## config.mk

```make
export PLATFORM = sky130hd
export DESIGN_NAME = fsw_status
export DESIGN_NICKNAME = d
export VERILOG_FILES = /design/src/fsw_sync.v /design/src/fsw_nvcell.v /design/src/fsw_status.v
export VERILOG_INCLUDE_DIRS = /design/src
export SDC_FILE = /design/constraint.sdc
export NUM_CORES = 1
export LEC_CHECK = 0
export ABC_AREA = 1
export BUFFER_PORTS_ARGS = -buffer_cell sky130_fd_sc_hd__buf_4
export CAP_MARGIN = 40
export CORE_ASPECT_RATIO = 0.8
export CORE_MARGIN = 2
export CORE_UTILIZATION = 49
export DETAILED_ROUTE_END_ITERATION = 8
export GPL_TIMING_DRIVEN = 0
export PLACE_DENSITY = 0.76
export SLEW_MARGIN = 20
export SYNTH_ARGS = -nofsm -noshare
export SYNTH_HDL_FRONTEND = slang
export SYNTH_SLANG_ARGS = --single-unit
```

## constraint.sdc

```tcl
create_clock -name CORE_CLK -period 2.3 [get_ports CORE_CLK]
set_input_delay 0.115 -clock CORE_CLK [delete_from_list [all_inputs] [get_ports CORE_CLK]]
set_output_delay 0.115 -clock CORE_CLK [all_outputs]
set_load 0.05 [all_outputs]
```

## src/fsw_regs.vh

```
`ifndef FSW_REGS_VH
`define FSW_REGS_VH

// status byte layout
`define FSW_STATUS_RESET       8'h00
`define FSW_BIT_SWD            7
`define FSW_BIT_QE             6
`define FSW_BIT_BP_HI          5
`define FSW_BIT_BP_LO          2
`define FSW_BIT_WEL            1
`define FSW_BIT_BUSY           0
`define FSW_NV_RESET           6'h00

// instruction codes handled by this block
`define FSW_WRITE_ENABLE_CMD   8'h06
`define FSW_WRITE_DISABLE_CMD  8'h04
`define FSW_STATUS_WRITE_CMD   8'h01
`define FSW_VOL_STATUS_WE_CMD  8'h50
`define FSW_STATUS_READ_CMD    8'h05
`define FSW_EXT_READ_CMD       8'h81
`define FSW_RESET_ENABLE_CMD   8'h66
`define FSW_RESET_CMD          8'h99
`define FSW_SUSPEND_CMD_A      8'h75
`define FSW_SUSPEND_CMD_B      8'hB0
`define FSW_READ_PARAM_ALT_CMD 8'hC0

// gated array operations
`define FSW_PAGE_PROGRAM_CMD   8'h02
`define FSW_QUAD_PROG_CMD_A    8'h32
`define FSW_QUAD_PROG_CMD_B    8'h38
`define FSW_SECTOR_ERASE_CMD_A 8'hD7
`define FSW_SECTOR_ERASE_CMD_B 8'h20
`define FSW_BLOCK_ERASE_32K    8'h52
`define FSW_BLOCK_ERASE_64K    8'hD8
`define FSW_CHIP_ERASE_CMD_A   8'hC7
`define FSW_CHIP_ERASE_CMD_B   8'h60

// gated register and protection writes
`define FSW_FUNC_REG_WRITE     8'h42
`define FSW_READ_PARAM_NV      8'h65
`define FSW_READ_PARAM_VOL     8'h63
`define FSW_EXT_READ_PARAM_NV  8'h85
`define FSW_EXT_READ_PARAM_VOL 8'h83
`define FSW_INFO_ROW_ERASE     8'h64
`define FSW_INFO_ROW_PROGRAM   8'h62
`define FSW_AUTOBOOT_WRITE     8'h15
`define FSW_DYN_PROTECT_WRITE  8'hFB
`define FSW_PERS_PROTECT_WRITE 8'hFD
`define FSW_PERS_PROTECT_ERASE 8'hE4
`define FSW_PROT_MODE_PROGRAM  8'h2F
`define FSW_PERS_LOCK_WRITE    8'hA6
`define FSW_FREEZE_SET         8'h91
`define FSW_GANG_LOCK          8'h7E
`define FSW_GANG_UNLOCK        8'h98
`define FSW_PASSWORD_PROGRAM   8'hE8

// timing
`define FSW_CLK_MHZ            40
`define FSW_NV_WRITE_US        2000

`endif

```

## src/fsw_sync.v

```verilog
// two-stage synchroniser, one chain per bit
module fsw_sync #(
	parameter W = 4
) (
	input  wire         clk,   // sampling clock
	input  wire         rst_n, // async reset, active low
	input  wire [W-1:0] d,     // asynchronous inputs
	output wire [W-1:0] q      // synchronised outputs
);

	////////////////////////////////////////////////////////////////
	genvar i;
	generate
		for (i = 0; i < W; i = i + 1) begin : g_bit
			reg meta;
			reg stab;
			// first stage feeds only the second stage
			always @(posedge clk or negedge rst_n) begin
				if (!rst_n) begin
					meta <= 1'b1;
					stab <= 1'b1;
				end else begin
					meta <= d[i];
					stab <= meta;
				end
			end
			assign q[i] = stab;
		end
	endgenerate

endmodule // fsw_sync

```

## src/fsw_nvcell.v

```verilog
// non-volatile status cells with a timed write
`include "fsw_regs.vh"

module fsw_nvcell #(
	parameter [23:0] CYCLES = 24'h013880
) (
	input  wire       clk,   // core clock
	input  wire       rst_n, // hardware reset, aborts a write in flight
	input  wire       por_n, // power-on reset, factory default only
	input  wire       go,    // one-cycle start of a write
	input  wire [5:0] din,   // bits 7..2 of the status byte
	output wire       busy,  // write cycle running
	output reg  [5:0] q      // stored cells
);

	reg [23:0] cnt;
	reg [5:0]  pend;

	////////////////////////////////////////////////////////////////
	// write timer; data held until the cycle ends
	always @(posedge clk or negedge rst_n) begin
		if (!rst_n) begin
			cnt  <= 24'h000000;
			pend <= `FSW_NV_RESET;
		end else if (go && cnt == 24'h000000) begin
			cnt  <= CYCLES;
			pend <= din;
		end else if (cnt != 24'h000000) begin
			cnt <= cnt - 24'h000001;
		end
	end

	assign busy = (cnt != 24'h000000);

	// cells keep their value through hardware resets
	always @(posedge clk or negedge por_n) begin
		if (!por_n) begin
			q <= `FSW_NV_RESET;
		end else if (cnt == 24'h000001) begin
			q <= pend;
		end
	end

endmodule // fsw_nvcell

```

## src/fsw_status.v

```verilog
// How it works
// - reading the status byte repeats the same byte until chip select rises.
// - after power-up the volatile copy loads from the non-volatile cells.
// - byte is swd, qe, bp3..bp0, wel, busy; all zero by default.
// - bit 0 reads one while an internal write runs, else zero.
// - busy covers program, erase, non-volatile writes and gang lock or unlock.
// - while busy only status reads, resets and suspend are accepted.
// - busy clears when the operation ends, success or not.
// - with the latch clear all write-class operations are inhibited except C0h and a status write armed by 50h.
// - write-enable 06h sets the write enable latch.
// - write-disable clears the write enable latch.
// - latch clears itself when a program, erase or non-volatile register write other than a status write finishes.
// - status writes never alter the write enable latch.
// - status write 01h updates protect, quad and disable bits, both copies, or only the volatile copy when armed by 50h.
// - page, quad page and info row programs need the latch.
// - sector, block, chip and info row erases need the latch.
// - function, read parameter, extended read and autoboot writes need the latch.
// - alternative volatile read parameter write C0h needs no latch.
// - program or erase inside the protected region is refused.
// - quad enable bit turns the quad data function on or off.
// - status write disable marks the status byte as write-protected.
// - chip erase is ignored unless all block protect bits are zero.
// - disable bit set with protect pin low and quad enable clear makes status writes ignored.
// - with quad enable the protect and hold pins become data lines.
`include "fsw_regs.vh"

module fsw_status #(
	parameter NV_WRITE_CYCLES = `FSW_NV_WRITE_US * `FSW_CLK_MHZ
) (
	input  wire        CORE_CLK,   // core clock, 40 MHz
	input  wire        RST_N,      // hardware reset, async, active low
	input  wire        PWR_ON_N,   // power-on reset of the cells, active low
	input  wire        CS_N,       // chip select pin, active low
	input  wire        SCK,        // serial clock pin
	input  wire        SI,         // serial data in pin
	input  wire        WP_N,       // write protect pin, active low
	input  wire        BOTTOM_SEL, // protected area at bottom when high
	input  wire        OP_DONE,    // array engine finished, one-cycle pulse
	output reg         SO,         // serial data out
	output reg         SO_OE_N,    // serial out enable, active low
	output reg         QUAD_EN,    // protect and hold pins act as data lines
	output reg         OP_START,   // start an accepted operation, pulse
	output reg  [7:0]  OP_CODE,    // opcode of the started operation
	output reg  [23:0] OP_ADDR,    // address of the started operation
	output reg  [7:0]  STATUS      // live status byte
);

	localparam ST_LOAD = 1'b0;
	localparam ST_RUN  = 1'b1;
	localparam [23:0] NV_CYC = NV_WRITE_CYCLES[23:0];

	wire [3:0]  pin_s;
	wire        cs_n_s;
	wire        sck_s;
	wire        si_s;
	wire        wp_n_s;
	wire        nv_busy;
	wire [5:0]  nv_q;
	reg         sck_d;
	reg         cs_d;
	reg  [2:0]  bit_cnt;
	reg  [2:0]  byte_idx;
	reg  [7:0]  shreg;
	reg  [7:0]  opcode;
	reg  [23:0] addr;
	reg  [7:0]  wr_data;
	reg         reading;
	reg  [7:0]  out_sh;
	reg         state;
	reg  [5:0]  vol;
	reg         write_enable_latch;
	reg         op_busy;
	reg         op_clr_wel;
	reg         vwe;
	reg         nv_go;

	////////////////////////////////////////////////////////////////
	// pins cross into the core clock before anything looks at them
	fsw_sync #(
		.W (4)
	) u_sync (
		.clk   (CORE_CLK),
		.rst_n (RST_N),
		.d     ({CS_N, SCK, SI, WP_N}),
		.q     (pin_s)
	);

	assign cs_n_s = pin_s[3];
	assign sck_s  = pin_s[2];
	assign si_s   = pin_s[1];
	assign wp_n_s = pin_s[0];

	// non-volatile half of the protect, quad and disable bits
	fsw_nvcell #(
		.CYCLES (NV_CYC)
	) u_nv (
		.clk   (CORE_CLK),
		.rst_n (RST_N),
		.por_n (PWR_ON_N),
		.go    (nv_go),
		.din   (wr_data[`FSW_BIT_SWD:`FSW_BIT_BP_LO]),
		.busy  (nv_busy),
		.q     (nv_q)
	);

	////////////////////////////////////////////////////////////////
	// edge finding on the synchronised link signals
	wire sck_rise  = sck_s & ~sck_d;
	wire sck_fall  = ~sck_s & sck_d;
	wire cs_rise   = cs_n_s & ~cs_d;
	wire byte_done = sck_rise && !cs_n_s && bit_cnt == 3'h7;
	wire [7:0] new_byte = {shreg[6:0], si_s};

	wire busy_now = op_busy | nv_busy;
	wire [7:0] status_now = {vol, write_enable_latch, busy_now};
	wire [3:0] bp = vol[`FSW_BIT_BP_HI-2:`FSW_BIT_BP_LO-2];

	// protect pin only counts while it is not a data line
	wire sw_locked = vol[`FSW_BIT_SWD-2] & ~wp_n_s & ~vol[`FSW_BIT_QE-2];

	// only whole bytes make a command; a torn frame is dropped
	wire cmd_whole = byte_idx != 3'h0 && bit_cnt == 3'h0;

	////////////////////////////////////////////////////////////////
	// opcodes that need the write enable latch
	function gated;
		input [7:0] op;
		begin
			case (op)
				`FSW_PAGE_PROGRAM_CMD, `FSW_QUAD_PROG_CMD_A,
				`FSW_QUAD_PROG_CMD_B, `FSW_INFO_ROW_PROGRAM: gated = 1'b1;
				`FSW_SECTOR_ERASE_CMD_A, `FSW_SECTOR_ERASE_CMD_B,
				`FSW_BLOCK_ERASE_32K, `FSW_BLOCK_ERASE_64K,
				`FSW_CHIP_ERASE_CMD_A, `FSW_CHIP_ERASE_CMD_B,
				`FSW_INFO_ROW_ERASE: gated = 1'b1;
				`FSW_FUNC_REG_WRITE, `FSW_READ_PARAM_NV,
				`FSW_READ_PARAM_VOL, `FSW_EXT_READ_PARAM_NV,
				`FSW_EXT_READ_PARAM_VOL, `FSW_AUTOBOOT_WRITE: gated = 1'b1;
				`FSW_DYN_PROTECT_WRITE, `FSW_PERS_PROTECT_WRITE,
				`FSW_PERS_PROTECT_ERASE, `FSW_PROT_MODE_PROGRAM,
				`FSW_PERS_LOCK_WRITE, `FSW_FREEZE_SET,
				`FSW_GANG_LOCK, `FSW_GANG_UNLOCK,
				`FSW_PASSWORD_PROGRAM: gated = 1'b1;
				default: gated = 1'b0;
			endcase
		end
	endfunction

	// volatile register writes run without a busy phase
	function volatile_only;
		input [7:0] op;
		begin
			volatile_only = (op == `FSW_READ_PARAM_VOL) ||
				(op == `FSW_EXT_READ_PARAM_VOL) ||
				(op == `FSW_READ_PARAM_ALT_CMD);
		end
	endfunction

	// operations that touch the array and so obey block protection
	function array_op;
		input [7:0] op;
		begin
			case (op)
				`FSW_PAGE_PROGRAM_CMD, `FSW_QUAD_PROG_CMD_A,
				`FSW_QUAD_PROG_CMD_B, `FSW_SECTOR_ERASE_CMD_A,
				`FSW_SECTOR_ERASE_CMD_B, `FSW_BLOCK_ERASE_32K,
				`FSW_BLOCK_ERASE_64K: array_op = 1'b1;
				default: array_op = 1'b0;
			endcase
		end
	endfunction

	// the short list honoured while a write cycle runs
	function busy_ok;
		input [7:0] op;
		begin
			case (op)
				`FSW_STATUS_READ_CMD, `FSW_EXT_READ_CMD,
				`FSW_RESET_ENABLE_CMD, `FSW_RESET_CMD,
				`FSW_SUSPEND_CMD_A, `FSW_SUSPEND_CMD_B: busy_ok = 1'b1;
				default: busy_ok = 1'b0;
			endcase
		end
	endfunction

	// 64 KB block covered by the protect setting; 1, 2, 4 .. 64 blocks, or all 128 with bp3 set
	function in_prot;
		input [3:0] b;
		input       bottom;
		input [6:0] blk;
		reg   [7:0] size;
		begin
			size = 8'h01 << (b[2:0] - 3'h1);
			if (b == 4'h0)
				in_prot = 1'b0;
			else if (b[3])
				in_prot = 1'b1;
			else if (bottom)
				in_prot = {1'b0, blk} < size;
			else
				in_prot = {1'b0, blk} >= (8'h80 - size);
		end
	endfunction

	wire chip_erase = opcode == `FSW_CHIP_ERASE_CMD_A || opcode == `FSW_CHIP_ERASE_CMD_B;
	wire prot_hit   = array_op(opcode) && in_prot(bp, BOTTOM_SEL, addr[22:16]);
	wire chip_block = chip_erase && bp != 4'h0;

	////////////////////////////////////////////////////////////////
	// serial receive: opcode, then three address bytes; the first address byte doubles as the data byte
	always @(posedge CORE_CLK or negedge RST_N) begin
		if (!RST_N) begin
			sck_d    <= 1'b1; // matches the synchroniser's reset level, no false rising edge
			cs_d     <= 1'b1;
			bit_cnt  <= 3'h0;
			byte_idx <= 3'h0;
			shreg    <= 8'h00;
			opcode   <= 8'h00;
			addr     <= 24'h000000;
			wr_data  <= 8'h00;
		end else begin
			sck_d <= sck_s;
			cs_d  <= cs_n_s;
			if (cs_n_s) begin
				bit_cnt  <= 3'h0;
				byte_idx <= 3'h0;
			end else if (sck_rise) begin
				bit_cnt <= bit_cnt + 3'h1;
				shreg   <= new_byte;
				if (byte_done) begin
					if (byte_idx != 3'h7)
						byte_idx <= byte_idx + 3'h1;
					case (byte_idx)
						3'h0: opcode <= new_byte;
						3'h1: begin
							addr[23:16] <= new_byte;
							wr_data     <= new_byte;
						end
						3'h2: addr[15:8] <= new_byte;
						3'h3: addr[7:0]  <= new_byte;
						default: ;
					endcase
				end
			end
		end
	end

	////////////////////////////////////////////////////////////////
	// status read: snapshot once, rotate so the byte repeats forever
	always @(posedge CORE_CLK or negedge RST_N) begin
		if (!RST_N) begin
			reading <= 1'b0;
			out_sh  <= `FSW_STATUS_RESET;
			SO      <= 1'b0;
			SO_OE_N <= 1'b1;
		end else begin
			if (cs_n_s) begin
				reading <= 1'b0;
				SO_OE_N <= 1'b1;
			end else if (byte_done && byte_idx == 3'h0 &&
				new_byte == `FSW_STATUS_READ_CMD) begin
				reading <= 1'b1;
				out_sh  <= status_now;
			end else if (reading && sck_fall) begin
				SO      <= out_sh[7];
				SO_OE_N <= 1'b0;
				out_sh  <= {out_sh[6:0], out_sh[7]};
			end
		end
	end

	////////////////////////////////////////////////////////////////
	// command commit at the end of the frame
	// operation busy ends on the engine's done pulse, status write busy on the cell timer; commands outside busy_ok are dropped until then
	always @(posedge CORE_CLK or negedge RST_N) begin
		if (!RST_N) begin
			state      <= ST_LOAD;
			vol        <= `FSW_NV_RESET;
			write_enable_latch        <= 1'b0;
			op_busy    <= 1'b0;
			op_clr_wel <= 1'b0;
			vwe        <= 1'b0;
			nv_go      <= 1'b0;
			OP_START   <= 1'b0;
			OP_CODE    <= 8'h00;
			OP_ADDR    <= 24'h000000;
		end else begin
			OP_START <= 1'b0;
			nv_go    <= 1'b0;
			case (state)
				ST_LOAD: begin
					vol   <= nv_q;
					state <= ST_RUN;
				end
				ST_RUN: begin
					if (OP_DONE && op_busy) begin
						op_busy <= 1'b0;
						if (op_clr_wel)
							write_enable_latch <= 1'b0;
					end
					if (cs_rise && cmd_whole && (!busy_now || busy_ok(opcode))) begin
						case (opcode)
							`FSW_WRITE_ENABLE_CMD: begin
								write_enable_latch <= 1'b1;
								vwe <= 1'b0;
							end
							`FSW_WRITE_DISABLE_CMD: begin
								write_enable_latch <= 1'b0;
								vwe <= 1'b0;
							end
							`FSW_VOL_STATUS_WE_CMD: vwe <= 1'b1;
							`FSW_STATUS_WRITE_CMD: begin
								// latch untouched on either path
								vwe <= 1'b0;
								if (byte_idx >= 3'h2 && !sw_locked) begin
									if (vwe) begin
										vol <= wr_data[7:2];
									end else if (write_enable_latch) begin
										vol   <= wr_data[7:2];
										nv_go <= 1'b1;
									end
								end
							end
							`FSW_READ_PARAM_ALT_CMD, `FSW_RESET_ENABLE_CMD,
							`FSW_RESET_CMD, `FSW_SUSPEND_CMD_A,
							`FSW_SUSPEND_CMD_B: begin
								vwe      <= 1'b0;
								OP_START <= 1'b1;
								OP_CODE  <= opcode;
								OP_ADDR  <= addr;
							end
							default: begin
								vwe <= 1'b0;
								if (gated(opcode) && write_enable_latch && !prot_hit && !chip_block) begin
									OP_START <= 1'b1;
									OP_CODE  <= opcode;
									OP_ADDR  <= addr;
									if (!volatile_only(opcode)) begin
										op_busy    <= 1'b1;
										op_clr_wel <= 1'b1;
									end
								end
							end
						endcase
					end
				end
				default: state <= ST_LOAD;
			endcase
		end
	end

	////////////////////////////////////////////////////////////////
	// registered views of the live state
	always @(posedge CORE_CLK or negedge RST_N) begin
		if (!RST_N) begin
			STATUS  <= `FSW_STATUS_RESET;
			QUAD_EN <= 1'b0;
		end else begin
			STATUS  <= status_now;
			QUAD_EN <= vol[`FSW_BIT_QE-2];
		end
	end

endmodule // fsw_status

```

### Word level (Yosys, flattened, before mapping)

Index checks and enable logic that the tools add are counted.

| storage, ports and cells | value |
|---|---|
| input port bits | 9 |
| word-level logic and storage cells | 225 |
| register bits | 156 |
| output and inout port bits | 44 |

| cells by class | value |
|---|---|
| reduce and logical (&&, ||, !) cells | 59 |
| mux-type cells | 55 |
| equality and inequality tests | 49 |
| $add $sub $neg | 5 |
| shift-type cells | 1 |
| bitwise gates (word level) | 17 |
| $lt $le $gt $ge | 3 |

Operator list:

| kind | number |
|---|---|
| $eq 8x8->1 const B | 16 |
| $eq 8x7->1 const B | 11 |
| $mux 24 | 3 |
| $pmux 24 s2 | 1 |
| $mux 1 | 33 |
| $eq 8x3->1 const B | 4 |
| $eq 8x6->1 const B | 4 |
| $mux 6 | 5 |
| $reduce_or 26->1 | 1 |
| $eq 24x1->1 const B | 1 |
| $logic_not 24->1 | 1 |
| $mux 8 | 3 |
| $reduce_and 4->1 | 6 |
| $reduce_bool 24->1 | 1 |
| $sub 24x1->24 const B | 1 |
| $mux 3 | 6 |
| $logic_and 1x1->1 | 16 |
| $pmux 8 s2 | 1 |
| $reduce_bool 2->1 | 8 |
| $pmux 6 s2 | 1 |
| $not 1->1 | 11 |
| $reduce_or 9->1 | 1 |
| $eq 8x1->1 const B | 1 |
| $eq 8x2->1 const B | 1 |
| 30 further kinds | 52 |

### Logic depth before layout (Yosys ltp)

| depth | value |
|---|---|
| depth after elaboration | 15 |
| depth in mapped cells | 25 |
| depth with buffers taken out | 24 |

### Modules after synthesis

Synthesis repeated with hierarchy kept, for this count alone.

| second synthesis, totals | value |
|---|---|
| cell total of the unflattened synthesis | 970 |
| area total of the unflattened synthesis | 7,877.6 um^2 |

By module, submodules not included:

| module | cells an instance | instances | seq. area each (um^2) | area an instance (um^2) |
|---|---|---|---|---|
| fsw_status | 700 | 1 | 2,781.4 | 5,572.8 |
| fsw_nvcell | 258 | 1 | 900.9 | 2,064.5 |
| fsw_sync | 12 | 1 | 210.2 | 240.2 |

### Worst setup path after synthesis

OpenSTA, ideal clock, no wires.

| timing path | value |
|---|---|
| path type | reg2reg |
| start | register vol[1] |
| end | register OP_ADDR[0] |
| data required time | 2.181 ns |
| arrival | 2.428 ns |
| cell stages (with the launch flop) | 23 |
| buffers on the path | 2 |
| setup slack | -0.247 ns |
| library setup time | 0.119 ns |
| clock period less this slack | 2.547 ns |
| cell sequence | dfrtp_1 -> buf_2 -> nor3_1 -> inv_1 -> ha_1 -> inv_1 -> nand2_1 -> a21oi_1 -> ha_1 -> and3_1 -> nand2_1 -> nand3_1 -> nand2_1 -> nand2_1 -> nand2_1 -> nand2_1 -> nand2_1 -> nand2_2 -> nand2_4 -> nand2_4 -> buf_6 -> nand2_1 -> nand2_1 |

| between the ends | value |
|---|---|
| cells in the longest elaborated chain, start to end | 13 |
| elaborated cells between the ends (all ways) | 18 |
| classes of those cells | add/sub: 2; order compare: 2; shift: 1; mux: 3; reduce/logical: 10 |

RTL lines:

| element | RTL line | RTL |
|---|---|---|
| from (decl) | fsw_status.v:70 | `reg [5:0] vol;` |
| from (signal assigned) | fsw_status.v:278 | `` vol <= `FSW_NV_RESET; `` |
| from (signal assigned) | fsw_status.v:292 | `vol <= nv_q;` |
| from (signal assigned) | fsw_status.v:317 | `vol <= wr_data[7:2];` |
| $sub 3x1->3 | fsw_status.v:193 | `size = 8'h01 << (b[2:0] - 3'h1);` |
| $shl 1x3->8 | fsw_status.v:193 |  |
| $sub 8x8->8 | fsw_status.v:201 | `in_prot = {1'b0, blk} >= (8'h80 - size);` |
| $ge 7x8->1 | fsw_status.v:201 |  |
| $mux 1 | fsw_status.v:198 | `else if (bottom)` |
| $mux 1 | fsw_status.v:196 | `else if (b[3])` |
| $mux 1 | fsw_status.v:194 | `if (b == 4'h0)` |
| $logic_and 1x1->1 | fsw_status.v:206 | `wire prot_hit = array_op(opcode) && in_prot(bp, BOTTOM_SEL, addr[22:16]);` |
| $logic_not 1->1 | fsw_status.v:334 | `if (gated(opcode) && write_enable_latch && !prot_hit && !chip_block) begin` |
| $logic_and 1x1->1 | fsw_status.v:334 |  |
| $logic_and 1x1->1 (*) | fsw_status.v:334 |  |
| $reduce_bool 2->1 (no source line) (*) | -- |  |
| $reduce_and 4->1 (no source line) (*) | -- |  |
| to (signal assigned) | fsw_status.v:330 | `OP_ADDR <= addr;` |
| to (signal assigned) | fsw_status.v:337 | `OP_ADDR <= addr;` |
| to (decl) | fsw_status.v:44 | `output reg [23:0] OP_ADDR,` |

Mark *: on every way between the ends. The rest lies on a longest branch, timed or not.
A chain may end at the register's enable or synchronous reset.

### Final worst setup path

| timing path | value |
|---|---|
| start | register vol[1] |
| end | register OP_CODE[3] |

| between the ends | value |
|---|---|
| cells in the longest elaborated chain, start to end | 13 |
| elaborated cells between the ends (all ways) | 18 |
| classes of those cells | add/sub: 2; order compare: 2; shift: 1; mux: 3; reduce/logical: 10 |

RTL lines:

| element | RTL line | RTL |
|---|---|---|
| $sub 3x1->3 | fsw_status.v:193 |  |
| $shl 1x3->8 | fsw_status.v:193 |  |
| $sub 8x8->8 | fsw_status.v:201 |  |
| $ge 7x8->1 | fsw_status.v:201 |  |
| $mux 1 | fsw_status.v:198 |  |
| $mux 1 | fsw_status.v:196 |  |
| $mux 1 | fsw_status.v:194 |  |
| $logic_and 1x1->1 | fsw_status.v:206 |  |
| $logic_not 1->1 | fsw_status.v:334 |  |
| $logic_and 1x1->1 | fsw_status.v:334 |  |
| $logic_and 1x1->1 (*) | fsw_status.v:334 |  |
| $reduce_bool 2->1 (no source line) (*) | -- |  |
| $reduce_and 4->1 (no source line) (*) | -- |  |
| to (signal assigned) | fsw_status.v:329 | `OP_CODE <= opcode;` |
| to (signal assigned) | fsw_status.v:336 | `OP_CODE <= opcode;` |
| to (decl) | fsw_status.v:43 | `output reg [7:0] OP_CODE,` |

Marked as above.

==> impl_metrics.yaml <==
outcome:
  outcome: "finished with violations"
  failed_checks: "negative setup slack"
timing:
  rsz0062_at_grt: "yes"
  setup_viol: 35
  max_clock_freq_mhz: 370
  fin_crit_sh_pct: 118
  maxSlewViolCount: 0
  slew_headroom_pct: 63.3
  min_period_ns: 2.71
  skew_ns: 0.0135
  finalHoldViolCount: 0
  hold_ws_ns: 0.0257
  timing.final.ws_setup_ns: -0.405
  worstMarginPinSlew_ns: 0.547
global_routing:
  grt_overflow: 0
  grt_usage_pct: 22.2
  grt_max_degree: 99
  antenna_found_initial: 1
  grt_first_pass_wirelength_um: 28700
  grt_pass1_vias: 5845
finish:
  num-fill-cells: 1249
  drive_gt1_share_pct: 21.4
  mostFrequentLayoutCells: "226 x nand2_1, 139 x dfrtp_1, 98 x inv_1"
  final_area_um2: 9220
  layout_commonest_cell: "nand2_1"
  nNetsFinal: 1026
  antenna_cells: 0
  areaGrowthSynthToFinish_pct: 22.1
  fin_cells: 1215
floorplan:
  die_y_um: 115
  rows: 40
  io_pins: 53
  initial_core_util_pct: 50.1
  dieArea_um2: 16400
  coreArea_um2: 15100
  die_w_um: 143
placed_design:
  port_buffers: 52
  placed_area_um2: 8250
  gp_congestion: 0.898
  hpwl_um: 12000
  dpl.cell_count: 1167
critical_path:
  cp-start-kind: "flip-flop"
  critical_path_arrival_ns: 3.02
  criticalPathCategory: "flip-flop to flip-flop"
  cp.required_ns: 2.62
  cp-end-kind: "flip-flop"
  crit_fanout: 7
route:
  routed-via-count: 6224
  drt_iter0_markers: 498
  postRouteAntennaNets: 0
  drc_errors: 0
  via_per_inst: 5.12
  wl_per_cell_um: 14.3
  drt_first_pass_iters: 6
  wl_um: 17400
logic_synthesis:
  yosysWarnings: 0
  mappedNetlistNets: 937
  synth_cell_type_count: 46
  synth_enable_flop_cells: 0
  ys_seq_area_share_pct: 51.5
  async_flop_share_pct: 100
  synthCells: 903
  ys_ff_latch: 155
  postSynthAreaPerCell_um2: 8.36
  ys.flop_type: "dfrtp_1"
  synth_area_um2: 7550
cts:
  cts_buffer_depth: 2
  tritoncts: "done"
  cts.sinks: 155
  root_buffer: "clkbuf_16"
  cts_max_level: 4
  clk_latency_ns: 0.43
  path_clk_slew_ns: 0.07
  numCtsBuffers: 17
min_path:
  hold_path_class: "primary input to async pin"
power:
  p_leak_nw: 4.69
  p_per_area_nw_per_um2: 643
  ir_drop_uv: 526
  finalPower_w: 0.00593
job:
  drv_cap: 0
-- per-stage QoR --
step	setup WS, ns	TNS [ns]	util, %
2_1_floorplan	-0.113	-3.40	-
3_3_place_gp	-0.480	-16.37	54.5
3_5_place_dp	-0.520	-15.53	54.8
4_1_cts	-0.339	-10.28	59.7
5_1_grt	-0.597	-19.10	61.2
6_report	-0.405	-12.15	61.2
-- cell usage after synthesis (2+ instances only) --
cell / number / area (um2)
a21oi_1: 17 / 85.1
a21oi_2: 2 / 17.5
a22oi_1: 2 / 15.0
a31oi_1: 7 / 43.8
buf_2: 7 / 35.0
buf_4: 7 / 52.6
buf_6: 4 / 45.0
clkbuf_1: 7 / 26.3
clkinv_2: 3 / 15.0
dfrtp_1: 144 / 3600
dfstp_2: 11 / 289
ha_1: 25 / 313
inv_1: 103 / 387
inv_2: 3 / 11.3
nand2_1: 251 / 942
nand2_2: 7 / 43.8
nand2_4: 3 / 33.8
nand3_1: 67 / 335
nand3_2: 3 / 30.0
nand4_1: 9 / 56.3
nor2_1: 84 / 315
nor2_2: 7 / 43.8
nor3_1: 7 / 35.0
nor4_1: 5 / 31.3
o21ai_0: 75 / 375
o21ai_1: 4 / 20.0
o21ai_2: 7 / 61.3
or2_1: 2 / 12.5
or2_4: 2 / 17.5
xnor2_1: 6 / 52.6
xor2_1: 7 / 61.3
-- where the power goes --
| part | internal (W) | leakage, nW | total [W] | switching, W |
|---|---|---|---|---|
| clock network | 0.00163 | 0.285 | 0.00283 | 0.00121 |
| logic | 0.0000673 | 2.30 | 0.000273 | 0.000206 |
| registers | 0.00278 | 2.10 | 0.00282 | 0.0000407 |
| total | 0.00448 | 4.69 | 0.00593 | 0.00145 |
-- sequential cells by signal, summed over array words and instances (netlist names), 3 cells and up --
name	cells
vol	6
u_nv.cnt	24
byte_idx	3
STATUS	8
OP_CODE	8
opcode	8
u_nv.q	6
addr	16
OP_ADDR	24
bit_cnt	3
u_sync.g_bit.stab	4
u_nv.pend	6
shreg	7
wr_data	8
u_sync.g_bit.meta	4
out_sh	8
-- layout make-up --
class,instances,area (um2),area share (%)
Sequential cell,155,3900,42.3
Tap cell,210,263,2.85
Multi-Input combinational cell,614,3290,35.7
Clock buffer,19,433,4.69
Clock inverter,13,154,1.67
Timing Repair Buffer,72,606,6.57
Buffer,23,164,1.78
Inverter,109,417,4.52
-- what timing repair did --
item / 4_1_cts / 5_1_grt
gates resized for setup: 18 / 49
cloned: 1 / 1
hold endpoints to repair: 61 / 0
buffers inserted: 6 / 4
endpoints found under the setup margin: 37 / 45
pin swaps: 4 / 10
hold buffers: 6 / 0
-- worst max-delay path, cell delays in order (launching register included) --
cell       delay (ns)
dfrtp_2          0.49
nor3_4           0.23
inv_2            0.06
ha_4             0.25
inv_1            0.03
ha_1             0.28
nand2_1          0.08
nand2_1          0.06
nand2_1          0.07
nand2_1          0.07
nand2_2          0.06
nand3_2          0.05
nand2_1          0.07
nand2_1          0.05
nand2_1          0.05
nand2_1          0.05
nand2_2          0.08
nand2_4          0.07
nand2_8          0.10
nand2_8          0.09
clkbuf_16        0.17
nand2_2          0.05
nand2_1          0.05
-- worst paths after layout --
path                                                start                        endpoint  slack (ns)  depth (start not counted)
setup / recovery                       vol[1]$_DFFE_PN0P_          OP_CODE[3]$_DFFE_PN0P_       -0.41                         22
hold / removal                                   PWR_ON_N           u_nv.q[5]$_DFFE_PN0P_        0.03                          2
hold reg to reg            u_sync.g_bit[3].meta$_DFF_PN1_  u_sync.g_bit[3].stab$_DFF_PN1_        0.36                          0
max in group asynchronous                           RST_N                 sck_d$_DFF_PN1_        1.31                          3
setup reg to reg                       vol[1]$_DFFE_PN0P_          OP_CODE[3]$_DFFE_PN0P_       -0.41                         22
min in group CORE_CLK                             OP_DONE             op_busy$_DFFE_PN0P_        0.03                          4
-- layer usage --
layer | track usage, % | share of wire [%]
met1 | 32.0 | 48
met2 | 34.3 | 45
met3 | 5.29 | 5.5
met4 | 5.48 | 1.3
met5 | 0 | 0
-- kinds of logic after synthesis --
| kind of cell | Yosys count | synth area share [%] |
|---|---|---|
| other | 1 | 0.0497 |
| adders and majority gates | 25 | 4.14 |
| muxes | 2 | 0.298 |
| xor gates and xnor gates | 13 | 1.51 |
| AOI/OAI and AO/OA | 119 | 8.70 |
| buffers and inverters | 134 | 7.57 |
| DFF | 155 | 51.5 |
| and+or+nand+nor | 454 | 26.2 |
Power figures use the tool's default switching activity.
